==> src/logic/dfpc_pkg.sv <==
package dfpc_pkg;

    // Register map: byte offsets on the device's internal register port.
    localparam logic [7:0] DFPC_DAC_FAULT_CONFIG_OFS   = 8'h43;
    localparam logic [7:0] DFPC_ADC_OVLD_MUTE_CFG_OFS  = 8'h4B;

    // Reset values of the two registers.
    localparam logic [7:0] DFPC_DAC_FAULT_CONFIG_RST   = 8'h50;
    localparam logic [7:0] DFPC_ADC_OVLD_MUTE_CFG_RST  = 8'h00;

    // Field positions in the fault configuration register.
    localparam int DFPC_POLICY_HI        = 6;
    localparam int DFPC_POLICY_LO        = 5;
    localparam int DFPC_RECOVERY_BIT     = 4;
    localparam int DFPC_SHUTDOWN_FLAG    = 3;
    localparam int DFPC_SKIP_GUARD_BIT   = 2;
    localparam int DFPC_DETECT_OFF_BIT   = 1;
    localparam int DFPC_REG_SHORT_BIT    = 0;

    // Field positions in the overload mute register.
    localparam int DFPC_IN1_MUTE_BIT     = 4;
    localparam int DFPC_IN2_MUTE_BIT     = 3;

    // Writable bits of each register; every other bit is reserved, except read-only bit 3 of the fault register.
    localparam logic [7:0] DFPC_DAC_FAULT_WMASK   = 8'h77;
    localparam logic [7:0] DFPC_ADC_OVLD_WMASK    = 8'h18;

    // Encodings of the shutdown policy field.
    localparam logic [1:0] DFPC_POLICY_IGNORE    = 2'h0;
    localparam logic [1:0] DFPC_POLICY_UNMASKED  = 2'h1;
    localparam logic [1:0] DFPC_POLICY_ANY       = 2'h2;

    // Number of DAC output channels and their synchroniser width, two detector bits per channel.
    localparam int DFPC_NCH       = 2;
    localparam int DFPC_SYNC_W    = 2 * DFPC_NCH;

    // Raw fault levels from the analog detectors of one output channel.
    typedef struct packed {
        logic driver_voltage_guard;
        logic short_circuit;
    } dfpc_fault_s;

    // One access on the internal register port.
    typedef struct packed {
        logic       wr;
        logic       rd;
        logic [7:0] addr;
        logic [7:0] wdata;
    } dfpc_reg_req_s;

endpackage : dfpc_pkg

==> src/logic/dfpc_sync.sv <==
`timescale 1ns/1ps
// Three-stage synchroniser; a new level is accepted only when stages two and three agree.
module dfpc_sync
    import dfpc_pkg::*;
#(
    parameter int W = 1
)
(
    input  wire logic         clk,
    input  wire logic         rstn,
    input  wire logic [W-1:0] async_in,
    output logic      [W-1:0] sync_out
);

    logic [W-1:0] s1_reg;
    logic [W-1:0] s2_reg;
    logic [W-1:0] s3_reg;
    logic [W-1:0] out_reg;

    // Each bit is filtered on its own so one noisy bit cannot hold back the others.
    genvar i;
    generate
        for (i = 0; i < W; i++)
        begin : g_bit
            always_ff @(posedge clk or negedge rstn)
            begin
                if (!rstn)
                begin
                    s1_reg[i]  <= 1'h0;
                    s2_reg[i]  <= 1'h0;
                    s3_reg[i]  <= 1'h0;
                    out_reg[i] <= 1'h0;
                end
                else
                begin
                    s1_reg[i] <= async_in[i];
                    s2_reg[i] <= s1_reg[i];
                    s3_reg[i] <= s2_reg[i];
                    if (s2_reg[i] == s3_reg[i])
                    begin
                        out_reg[i] <= s3_reg[i];
                    end
                end
            end
        end
    endgenerate

    assign sync_out = out_reg;

endmodule : dfpc_sync

==> src/logic/dfpc_ctrl.sv <==
`timescale 1ns/1ps
// How it works
// - The two-bit policy field at bits 6-5 resets to 2 and picks ignore, unmasked-only or any fault, 3 reserved.
// - The recovery bit at bit 4 resets to 1; 0 re-powers channels once the fault clears, 1 keeps them down until their power request rises again.
// - Read-only bit 3 reads 1 while any output channel is held down by a fault and 0 otherwise.
// - With bit 2 set a driver voltage-guard fault during channel power-up does not shut the channel down.
// - Bit 1 set disables output voltage-guard and short detection so they neither flag nor shut down.
// - Bit 0 set disables short-circuit detection on the analog regulator.
// - With bit 4 of the mute register set, input channel 1 is muted while it is in overload recovery.
// - With bit 3 of the mute register set, input channel 2 is muted while it is in overload recovery.
// - Reserved bits read as zero, software writes only reset values there, and the device ignores them.
module dfpc_ctrl
    import dfpc_pkg::*;
(
    input  wire logic                          clk,
    input  wire logic                          rstn,
    input  wire dfpc_reg_req_s                 reg_req,
    output logic          [7:0]                reg_rdata,
    input  wire dfpc_fault_s [DFPC_NCH-1:0]    out_fault,
    input  wire logic     [DFPC_NCH-1:0]       out_fault_masked,
    input  wire logic     [DFPC_NCH-1:0]       out_powering_up,
    input  wire logic     [DFPC_NCH-1:0]       out_power_req,
    output logic          [DFPC_NCH-1:0]       out_power_en,
    output logic                               out_fault_detect_off,
    output logic                               regulator_short_detect_off,
    input  wire logic                          in1_overload_recovery,
    input  wire logic                          in2_overload_recovery,
    output logic                               in1_mute,
    output logic                               in2_mute
);

    logic [7:0]              dac_fault_config_reg;
    logic [7:0]              adc_overload_mute_config_reg;
    logic [7:0]              rdata_reg;
    logic [DFPC_NCH-1:0]     down_reg;
    logic [DFPC_NCH-1:0]     down_next;
    logic [DFPC_NCH-1:0]     req_d_reg;
    logic [DFPC_NCH-1:0]     power_en_reg;
    logic                    in1_mute_reg;
    logic                    in2_mute_reg;
    logic [DFPC_SYNC_W-1:0]  fault_sync;
    logic [DFPC_NCH-1:0]     guard_fault;
    logic [DFPC_NCH-1:0]     short_fault;
    logic [DFPC_NCH-1:0]     trig;
    logic [DFPC_NCH-1:0]     req_rise;

    // Analog detector levels arrive with no relation to clk, so they are filtered first.
    dfpc_sync #(
        .W        (DFPC_SYNC_W)
    ) u_fault_sync (
        .clk      (clk),
        .rstn     (rstn),
        .async_in (out_fault),
        .sync_out (fault_sync)
    );

    // Field decode of the configuration registers.
    wire [1:0] out_fault_shutdown_policy      = dac_fault_config_reg[DFPC_POLICY_HI:DFPC_POLICY_LO];
    wire       out_fault_recovery_manual      = dac_fault_config_reg[DFPC_RECOVERY_BIT];
    wire       skip_guard_shutdown_at_powerup = dac_fault_config_reg[DFPC_SKIP_GUARD_BIT];
    wire       out_fault_detect_off_cfg       = dac_fault_config_reg[DFPC_DETECT_OFF_BIT];
    wire       regulator_short_detect_off_cfg = dac_fault_config_reg[DFPC_REG_SHORT_BIT];
    wire       in1_overload_mute_en           = adc_overload_mute_config_reg[DFPC_IN1_MUTE_BIT];
    wire       in2_overload_mute_en           = adc_overload_mute_config_reg[DFPC_IN2_MUTE_BIT];
    wire       out_fault_shutdown_flag        = |down_reg;

    // Register port decode; writes outside the two offsets are dropped.
    wire wr_fault_cfg = reg_req.wr && (reg_req.addr == DFPC_DAC_FAULT_CONFIG_OFS);
    wire wr_mute_cfg  = reg_req.wr && (reg_req.addr == DFPC_ADC_OVLD_MUTE_CFG_OFS);
    wire rd_fault_cfg = reg_req.addr == DFPC_DAC_FAULT_CONFIG_OFS;
    wire rd_mute_cfg  = reg_req.addr == DFPC_ADC_OVLD_MUTE_CFG_OFS;

    // Read image: reserved bits are forced to zero and the status flag is spliced in.
    wire [7:0] fault_cfg_image = (dac_fault_config_reg & DFPC_DAC_FAULT_WMASK)
                               | ({7'h00, out_fault_shutdown_flag} << DFPC_SHUTDOWN_FLAG);
    wire [7:0] rd_mux = rd_fault_cfg ? fault_cfg_image
                      : rd_mute_cfg  ? (adc_overload_mute_config_reg & DFPC_ADC_OVLD_WMASK)
                      : 8'h00;

    // Configuration storage; reserved and read-only bits are masked off so they can never change.
    always_ff @(posedge clk or negedge rstn)
    begin
        if (!rstn)
        begin
            dac_fault_config_reg         <= DFPC_DAC_FAULT_CONFIG_RST;
            adc_overload_mute_config_reg <= DFPC_ADC_OVLD_MUTE_CFG_RST;
        end
        else
        begin
            if (wr_fault_cfg)
            begin
                dac_fault_config_reg <= reg_req.wdata & DFPC_DAC_FAULT_WMASK;
            end
            if (wr_mute_cfg)
            begin
                adc_overload_mute_config_reg <= reg_req.wdata & DFPC_ADC_OVLD_WMASK;
            end
        end
    end

    // Read data is captured on the read strobe and held until the next one.
    always_ff @(posedge clk or negedge rstn)
    begin
        if (!rstn)
        begin
            rdata_reg <= 8'h00;
        end
        else if (reg_req.rd)
        begin
            rdata_reg <= rd_mux;
        end
    end

    // Per-channel fault qualification and shutdown tracking.
    genvar ch;
    generate
        for (ch = 0; ch < DFPC_NCH; ch++)
        begin : g_ch
            assign guard_fault[ch] = fault_sync[2*ch+1];
            assign short_fault[ch] = fault_sync[2*ch];
            // A guard trip during ramp-up is a known transient, so it may be waived.
            wire guard_counts = guard_fault[ch]
                                && !(skip_guard_shutdown_at_powerup && out_powering_up[ch]);
            wire detected     = !out_fault_detect_off_cfg && (guard_counts || short_fault[ch]);
            wire policy_hit   = (out_fault_shutdown_policy == DFPC_POLICY_ANY)
                             || ((out_fault_shutdown_policy == DFPC_POLICY_UNMASKED)
                                 && !out_fault_masked[ch]);
            assign trig[ch]     = detected && policy_hit;
            assign req_rise[ch] = out_power_req[ch] && !req_d_reg[ch];
            // A new trip wins over any release in the same cycle.
            assign down_next[ch] = trig[ch] ? 1'h1
                                 : !out_fault_recovery_manual ? 1'h0
                                 : (down_reg[ch] && !req_rise[ch]);
        end
    endgenerate

    // Shutdown state, request edge history and gated channel enables.
    always_ff @(posedge clk or negedge rstn)
    begin
        if (!rstn)
        begin
            down_reg     <= '0;
            req_d_reg    <= '0;
            power_en_reg <= '0;
        end
        else
        begin
            down_reg     <= down_next;
            req_d_reg    <= out_power_req;
            power_en_reg <= out_power_req & ~down_next;
        end
    end

    // Input mutes follow the recovery phase one cycle late; the detector shares clk.
    always_ff @(posedge clk or negedge rstn)
    begin
        if (!rstn)
        begin
            in1_mute_reg <= 1'h0;
            in2_mute_reg <= 1'h0;
        end
        else
        begin
            in1_mute_reg <= in1_overload_mute_en && in1_overload_recovery;
            in2_mute_reg <= in2_overload_mute_en && in2_overload_recovery;
        end
    end

    assign reg_rdata                  = rdata_reg;
    assign out_power_en               = power_en_reg;
    assign out_fault_detect_off       = dac_fault_config_reg[DFPC_DETECT_OFF_BIT];
    assign regulator_short_detect_off = dac_fault_config_reg[DFPC_REG_SHORT_BIT];
    assign in1_mute                   = in1_mute_reg;
    assign in2_mute                   = in2_mute_reg;
endmodule : dfpc_ctrl

==> config.mk <==
export PLATFORM = sky130hd
export DESIGN_NAME = dfpc_ctrl
export DESIGN_NICKNAME = d
export VERILOG_FILES = /design/src/logic/dfpc_pkg.sv /design/src/logic/dfpc_sync.sv /design/src/logic/dfpc_ctrl.sv
export SDC_FILE = /design/constraint.sdc
export NUM_CORES = 1
export LEC_CHECK = 0
export ABC_AREA = 1
export CAP_MARGIN = 20
export CORE_ASPECT_RATIO = 1.1
export CORE_MARGIN = 4
export CORE_UTILIZATION = 60
export CTS_CLUSTER_DIAMETER = 100
export DETAILED_ROUTE_END_ITERATION = 8
export DONT_BUFFER_PORTS = 1
export GPL_TIMING_DRIVEN = 0
export MAX_ROUTING_LAYER = met4
export PLACE_DENSITY_LB_ADDON = 0.15
export SLEW_MARGIN = 20
export SYNTH_ARGS = -nofsm -noshare
export SYNTH_HDL_FRONTEND = slang
export SYNTH_SLANG_ARGS = --single-unit
==> constraint.sdc <==
create_clock -name clk -period 1.3 [get_ports clk]
set_input_delay 0.13 -clock clk [delete_from_list [all_inputs] [get_ports clk]]
set_output_delay 0.13 -clock clk [all_outputs]
set_load 0.01 [all_outputs]
==> results of run 1 <==
## power by group through the flow
| stage | sequential, mW | clock [mW] | combinational (mW) |
|---|---|---|---|
| final | 1.31 | 0.670 | 0.159 |
| after global routing | 1.31 | 0.756 | 0.181 |
| after CTS | 1.31 | 0.697 | 0.161 |
| after detailed placement | 1.33 | 0 | 0.0917 |
| after global placement | 1.33 | 0 | 0.0879 |
| after floorplan | 1.32 | 0 | 0.0794 |
## cell type report
| class | instances | area (sq um) |
|---|---|---|
| Multi-Input combinational cell | 81 | 415 |
| Timing Repair Buffer | 17 | 180 |
| Clock buffer | 8 | 68.8 |
| Inverter | 21 | 78.8 |
| Tap cell | 30 | 37.5 |
| Sequential cell | 39 | 978 |
| Buffer | 3 | 23.8 |
| Fill cell | 147 | 537 |
## logic make-up (layout without fill, tap and decap cells)
| kind of cell | count (synthesis) | in the layout | synth area share, % |
|---|---|---|---|
| flip-flops | 39 | 39 | 65.4 |
| other | 1 | 1 | 0.251 |
| adder cells (fa/ha/maj) | 4 | 4 | 2.68 |
| AO/OA/AOI/OAI | 15 | 15 | 6.86 |
| AND/OR/NAND/NOR | 61 | 61 | 18.0 |
| buffers and inverters | 24 | 49 | 6.86 |
## synthesized netlist by cell type, types with 2 or more instances
master	n
nand2_1	43
dfrtp_1	37
inv_1	19
nand3_1	7
o21ai_0	7
o21ai_2	6
maj3_1	4
nor2_1	3
dfstp_2	2
inv_2	2
nand3b_1	2
o211ai_1	2
## per-stage QoR
stage	worst slack [ps]	utilization, %	instances	hold WS (ps)	instance area, sq um
2_1_floorplan	206	-	144	-166	1500
3_3_place_gp	142	66.1	174	-165	1530
3_5_place_dp	125	66.1	174	-165	1530
4_1_cts	112	76.9	199	5.55	1780
5_1_grt	48.5	76.9	199	8.54	1780
6_report	111	76.9	199	15.9	1780
## per-layer routing
| layer | GRT usage [%] | vias to the layer above |
|---|---|---|
| met3 | 8.09 | 9 |
| li1 | - | 489 |
| met4 | 11.8 | 0 |
| met2 | 29.9 | 40 |
| met5 | - | - |
| met1 | 17.3 | 461 |
## cell usage in the layout, fill, tap and decap left out, drive strengths merged
| cell type | count |
|---|---|
| nand3b | 2 |
| o21ai | 13 |
| nand2 | 44 |
| buf | 4 |
| o211ai | 2 |
| or2 | 2 |
| nand3 | 8 |
| conb | 1 |
| dlygate4sd3 | 16 |
| clkbuf | 8 |
| inv | 21 |
| nor2 | 5 |
| maj3 | 4 |
| dfrtp | 37 |
| dfstp | 2 |
## worst max path at each step
stage,start,end,slack (ps)
floorplan,dac_fault_config_reg[6],out_power_en[0],210
detailed placement,dac_fault_config_reg[6],out_power_en[0],130
CTS,dac_fault_config_reg[6],out_power_en[1],110
global route,dac_fault_config_reg[6],out_power_en[1],50
finish,dac_fault_config_reg[6],out_power_en[1],110
global placement,dac_fault_config_reg[6],out_power_en[0],140
## critical path, cell delays in order (launching register included)
cell	delay (ps)
dfstp_2	560
inv_1	60
or2_1	220
nand2_1	60
nand3_1	70
nand2_1	80
nor2_1	50
## repair_timing
action / CTS / global route
hold buffers: 17 / 0
buffers inserted: 0 / 0
hold endpoints to repair: 57 / 0
==> run metrics, run 1 <==
status=finished clean; Yosys top cell area share=approximately three fifths; Critical Path Sink Type=register; core outline area=approximately 2300 sq um; synth unique cells=22; hold path depth=3; WL final=2590 microns; Psw=about 0.47 mW; Pins Over Slew Limit=0; FF+latch count, synth=39; antenna fix cells=0; DRT iter0 DRCs=26; power per cell area=between 1000 and 1500 nW/um^2; initial antenna violation count=0; Final nets=200; Max clock buf depth=2; M1 WL=roughly 1000 microns; min-delay worst type=input port to register; Detailed Routing Iterations Pass 1=4; largest net degree at the start of global routing=40; antenna-violating nets left=0; Ys Warns=0; leakage=around 0.89 nW; Post-synth EDFFs=0; H-Tree Depth=2; clk sinks=39; Post-Synthesis Cell Area=between 1000 and 1500 sq um; DIE AREA=3360 sq um; ranking of synthesized cells by area=dfrtp_1, nand2_1, inv_1; top layer reached by signal wires=met4; Max Clk Rate=between 800 and 900 MHz; CTS Buf Count=5; worst r2r path cells=6; Setup CP Type=register to register; Ports=46; period utilization=91.5%; cts repair resizes=0; Critical R2R Launch=dac_fault_config_reg[6]; setup violators final=0; CTS tree=yes; Cells after Synth=144; Internal Power=around 1.7 mW; vias in the first global route=~1100; first-pass GRT wire length=~4300 microns; PortBufs=0; CTS Root Buffer Type=clkbuf_4; async set or reset register ratio after synthesis=100%; RSZ-0062 raised after global routing=no; die width=roughly 56 microns; Critical Path RT=roughly 1500 ps; CP max FO=3; Hold Crit Endpoint=dac_fault_config_reg[6]; DR WL met3=roughly 240 microns; Crit Reg-Reg Endpoint=out_power_en[1]; vias per inst=5.02; Worst setup SP type=register; Sw Share=22.0%; Power, Total=~2.1 mW; power share of the combinational group=7.4%; wire length per cell=13.0 microns; Final Hold Viols=0; Worst EP arrival=1410 ps; crit path time final=1190 ps; Area Overhead vs Synth=19.1%; Vias=approximately 1000; Clk network pwr share=31.4%; Worst VDD drop=1040 uV; flop2flop setup slack=about 110 ps; skew final=between 15 and 20 ps; Reg clk slew, reported paths=around 100 ps; setup TNS=0 ps; DRC=0; hpwl dp=1860 microns; met2 wire len=approximately 1300 microns; Avg Cell Area, Syn=~10 sq um; Initial Util=around 65%; RePlAce Congestion=0.753; site row count=18; clk_lat worst skew=roughly 340 ps; min-delay src=reg_req[17]; sequential power share=between 60 and 70%; ys flop type=dfrtp_1; share of layout cells above drive strength 1=around 15%; number of flip-flops under the largest register name=7; MaxCap Viol Count=0; Die Ht=60.4 microns; Yosys top cell by area=dfrtp_1; post-synthesis sequential area ratio=65.4%; Total GRT Usage=between 15 and 20%; gr ovfl total=0; Net Count, Synth=roughly 180
No activity file was read; power rests on OpenSTA's default activity.
==> inputs of run 2 (changes only) <==
PLACE_DENSITY = 0.78   (was not set)
PLACE_DENSITY_LB_ADDON = not set   (was 0.15)
SLEW_MARGIN = 25   (was 20)
==> run metrics, run 2 (same netlist as run 1, synthesis figures left out) <==
pre-CTS setup slack=99.6 ps (-25.5 ps); Final Hold Viols=0 (unchanged); CTS Root Buffer Type=clkbuf_4; CP max stage cell=dfstp_2; Pins Over Slew Limit=0 (unchanged); period utilization=91.8% (+0.35 points); min-delay worst type=input port to register; final worst setup slack=106 ps (-4.60 ps); setup TNS=0 ps (unchanged); initial antenna violation count=0 (unchanged); Critical R2R Launch=dac_fault_config_reg[6]; Critical Path Sink Type=register; DRC=0 (unchanged); Sw Share=22.9% (+0.91 points); status=finished clean; most frequent cells in the layout=nand2_1, dfrtp_1, inv_1, dlygate4sd3_1; grt met2 use=30.1% (+0.17 points); global routing met3 resource utilization=8.72% (+0.64 points); MaxCap Viol Count=0 (unchanged); setup violators final=0 (unchanged); Post-DP Area=1530 sq um (unchanged); Largest stage delay, worst path=550 ps (about the same); share of layout cells above drive strength 1=15.9% (+0.50 points); Final Core Density=76.8% (about the same); Setup CP Type=register to register; DIE AREA=3360 sq um (unchanged); min-delay src=reg_req[17]; met1 usage=19.1% (+1.8 points); Total GRT Usage=18.6% (+0.51 points); cts repair resizes=0 (unchanged); wire length per cell=13.0 microns (-0.15%); power share of the combinational group=7.8% (+0.4 points); Internal Power=1.61 mW (-3.3%); Detailed Routing Iterations Pass 1=4 (unchanged); first-pass GRT wire length=4490 microns (+3.5%); Max Clk Rate=838 MHz (-0.39%); Die Ht=60.4 microns (unchanged); core outline area=2320 sq um (unchanged); busiest metal layer after global routing=met2; Worst VDD drop=974 uV (-6.2%); number of flip-flops under the largest register name=7 (unchanged); clk_lat worst skew=340 ps (about the same); Initial Util=64.5% (unchanged); site row count=18 (unchanged); Worst setup SP type=register; Fill cells=158 (+7.5%); Clk network pwr share=29.7% (-1.7 points); Max clock buf depth=2 (unchanged); crit path time final=1190 ps (+4.60 ps); RePlAce Congestion=0.801 (+6.3%); H-Tree Depth=2 (unchanged); CTS Buf Count=5 (unchanged); skew final=14.1 ps (-4.11 ps); Final nets=201 (+0.50%); Psw=0.478 mW (+1.9%); Reg clk slew, reported paths=110 ps (about the same); Worst EP arrival=1430 ps (+20 ps); Critical Path RT=1540 ps (about the same); Setup crit start=dac_fault_config_reg[6]; cell breakdown of the critical path=inv_1 -> or2_1 -> nand2_1 -> nand3_1 -> nand2_1 -> nor2_1; antenna-violating nets left=0 (unchanged); CP max FO=3 (unchanged); vias in the first global route=1036 (-1.5%); sequential power share=62.5% (+1.3 points); commonest non-fill, non-tap cell in the layout=nand2_1; power per cell area=1170 nW/um^2 (-2.0%); largest net degree at the start of global routing=40 (unchanged); leakage=0.891 nW (+0.24%); CTS tree=yes; most frequent CP cell=nand2_1; antenna fix cells=0 (unchanged); WL final=2600 microns (+0.35%); fin area=1780 sq um (about the same); vias per inst=5.15 (+2.5%); RSZ-0062 raised after global routing=no; hpwl dp=1770 microns (-4.7%); DRT iter0 DRCs=31 (+19%); clk sinks=39 (unchanged); Ports=46 (unchanged); Vias=1029 (+3.0%); PortBufs=0 (unchanged); die width=55.6 microns (unchanged); gr ovfl total=0 (unchanged); Area Overhead vs Synth=19.1% (about the same)
run 2: changes by cell type in the layout (fill, tap and decap cells not counted), sizes merged:
cell | previous run | this run
buf | 4 | 5
clkbuf | 8 | 7
clkinv | 0 | 1
run 2: area by class of cell:
type	count	area (sq um)	share of cell area, %
Buffer	3	23.8	1.33
Clock buffer	7	55.1	3.09
Clock inverter	1	5.00	0.281
Inverter	21	78.8	4.42
Multi-Input combinational cell	81	415	23.3
Sequential cell	39	978	54.9
Tap cell	30	37.5	2.11
Timing Repair Buffer	18	188	10.5
run 2: path summary, 6_finish.rpt:
path                                                end  slack (ps)  depth (start not counted)
worst min-delay path            dac_fault_config_reg[0]          20                          3
worst max-delay path                    out_power_en[0]         110                          6
worst min register to register   u_fault_sync.s2_reg[2]         370                          0
min in group asynchronous                      in1_mute         240                          2
worst max register to register          out_power_en[0]         110                          6
max in group asynchronous       dac_fault_config_reg[4]         800                          2
run 2: critical path, delay by kind of cell, from the launching register on:
family                 cells  cell delay, ps
buffers and inverters      1              60
flip-flops                 1             550
AND/OR/NAND/NOR            5             470
run 2: power by group through the flow:
stage | clock [mW] | sequential (mW) | combinational, mW
after floorplan | 0 | 1.32 | 0.0794
after global placement | 0 | 1.33 | 0.0881
after detailed placement | 0 | 1.33 | 0.0923
after CTS | 0.647 | 1.31 | 0.162
after global routing | 0.708 | 1.31 | 0.187
final | 0.622 | 1.31 | 0.163
run 2: through the flow:
step           std cells  power, mW  hold WS (ps)
2_1_floorplan        144       1.40          -166
3_3_place_gp         174       1.42          -165
3_5_place_dp         174       1.42          -165
4_1_cts              199       2.12          9.92
5_1_grt              200       2.21          17.0
6_report             200       2.09          22.5
run 2: what timing repair did:
action | in CTS | in global routing
endpoints found under the setup margin | 0 | 1
hold endpoints to repair | 57 | 0
setup buffers | 0 | 1
hold buffers | 17 | 0
run 2: layer usage:
layer | vias up | share of wire, %
li1 | 491 | -
met1 | 484 | 38
met2 | 46 | 49
met3 | 8 | 10
met4 | 0 | 2.3
met5 | - | 0
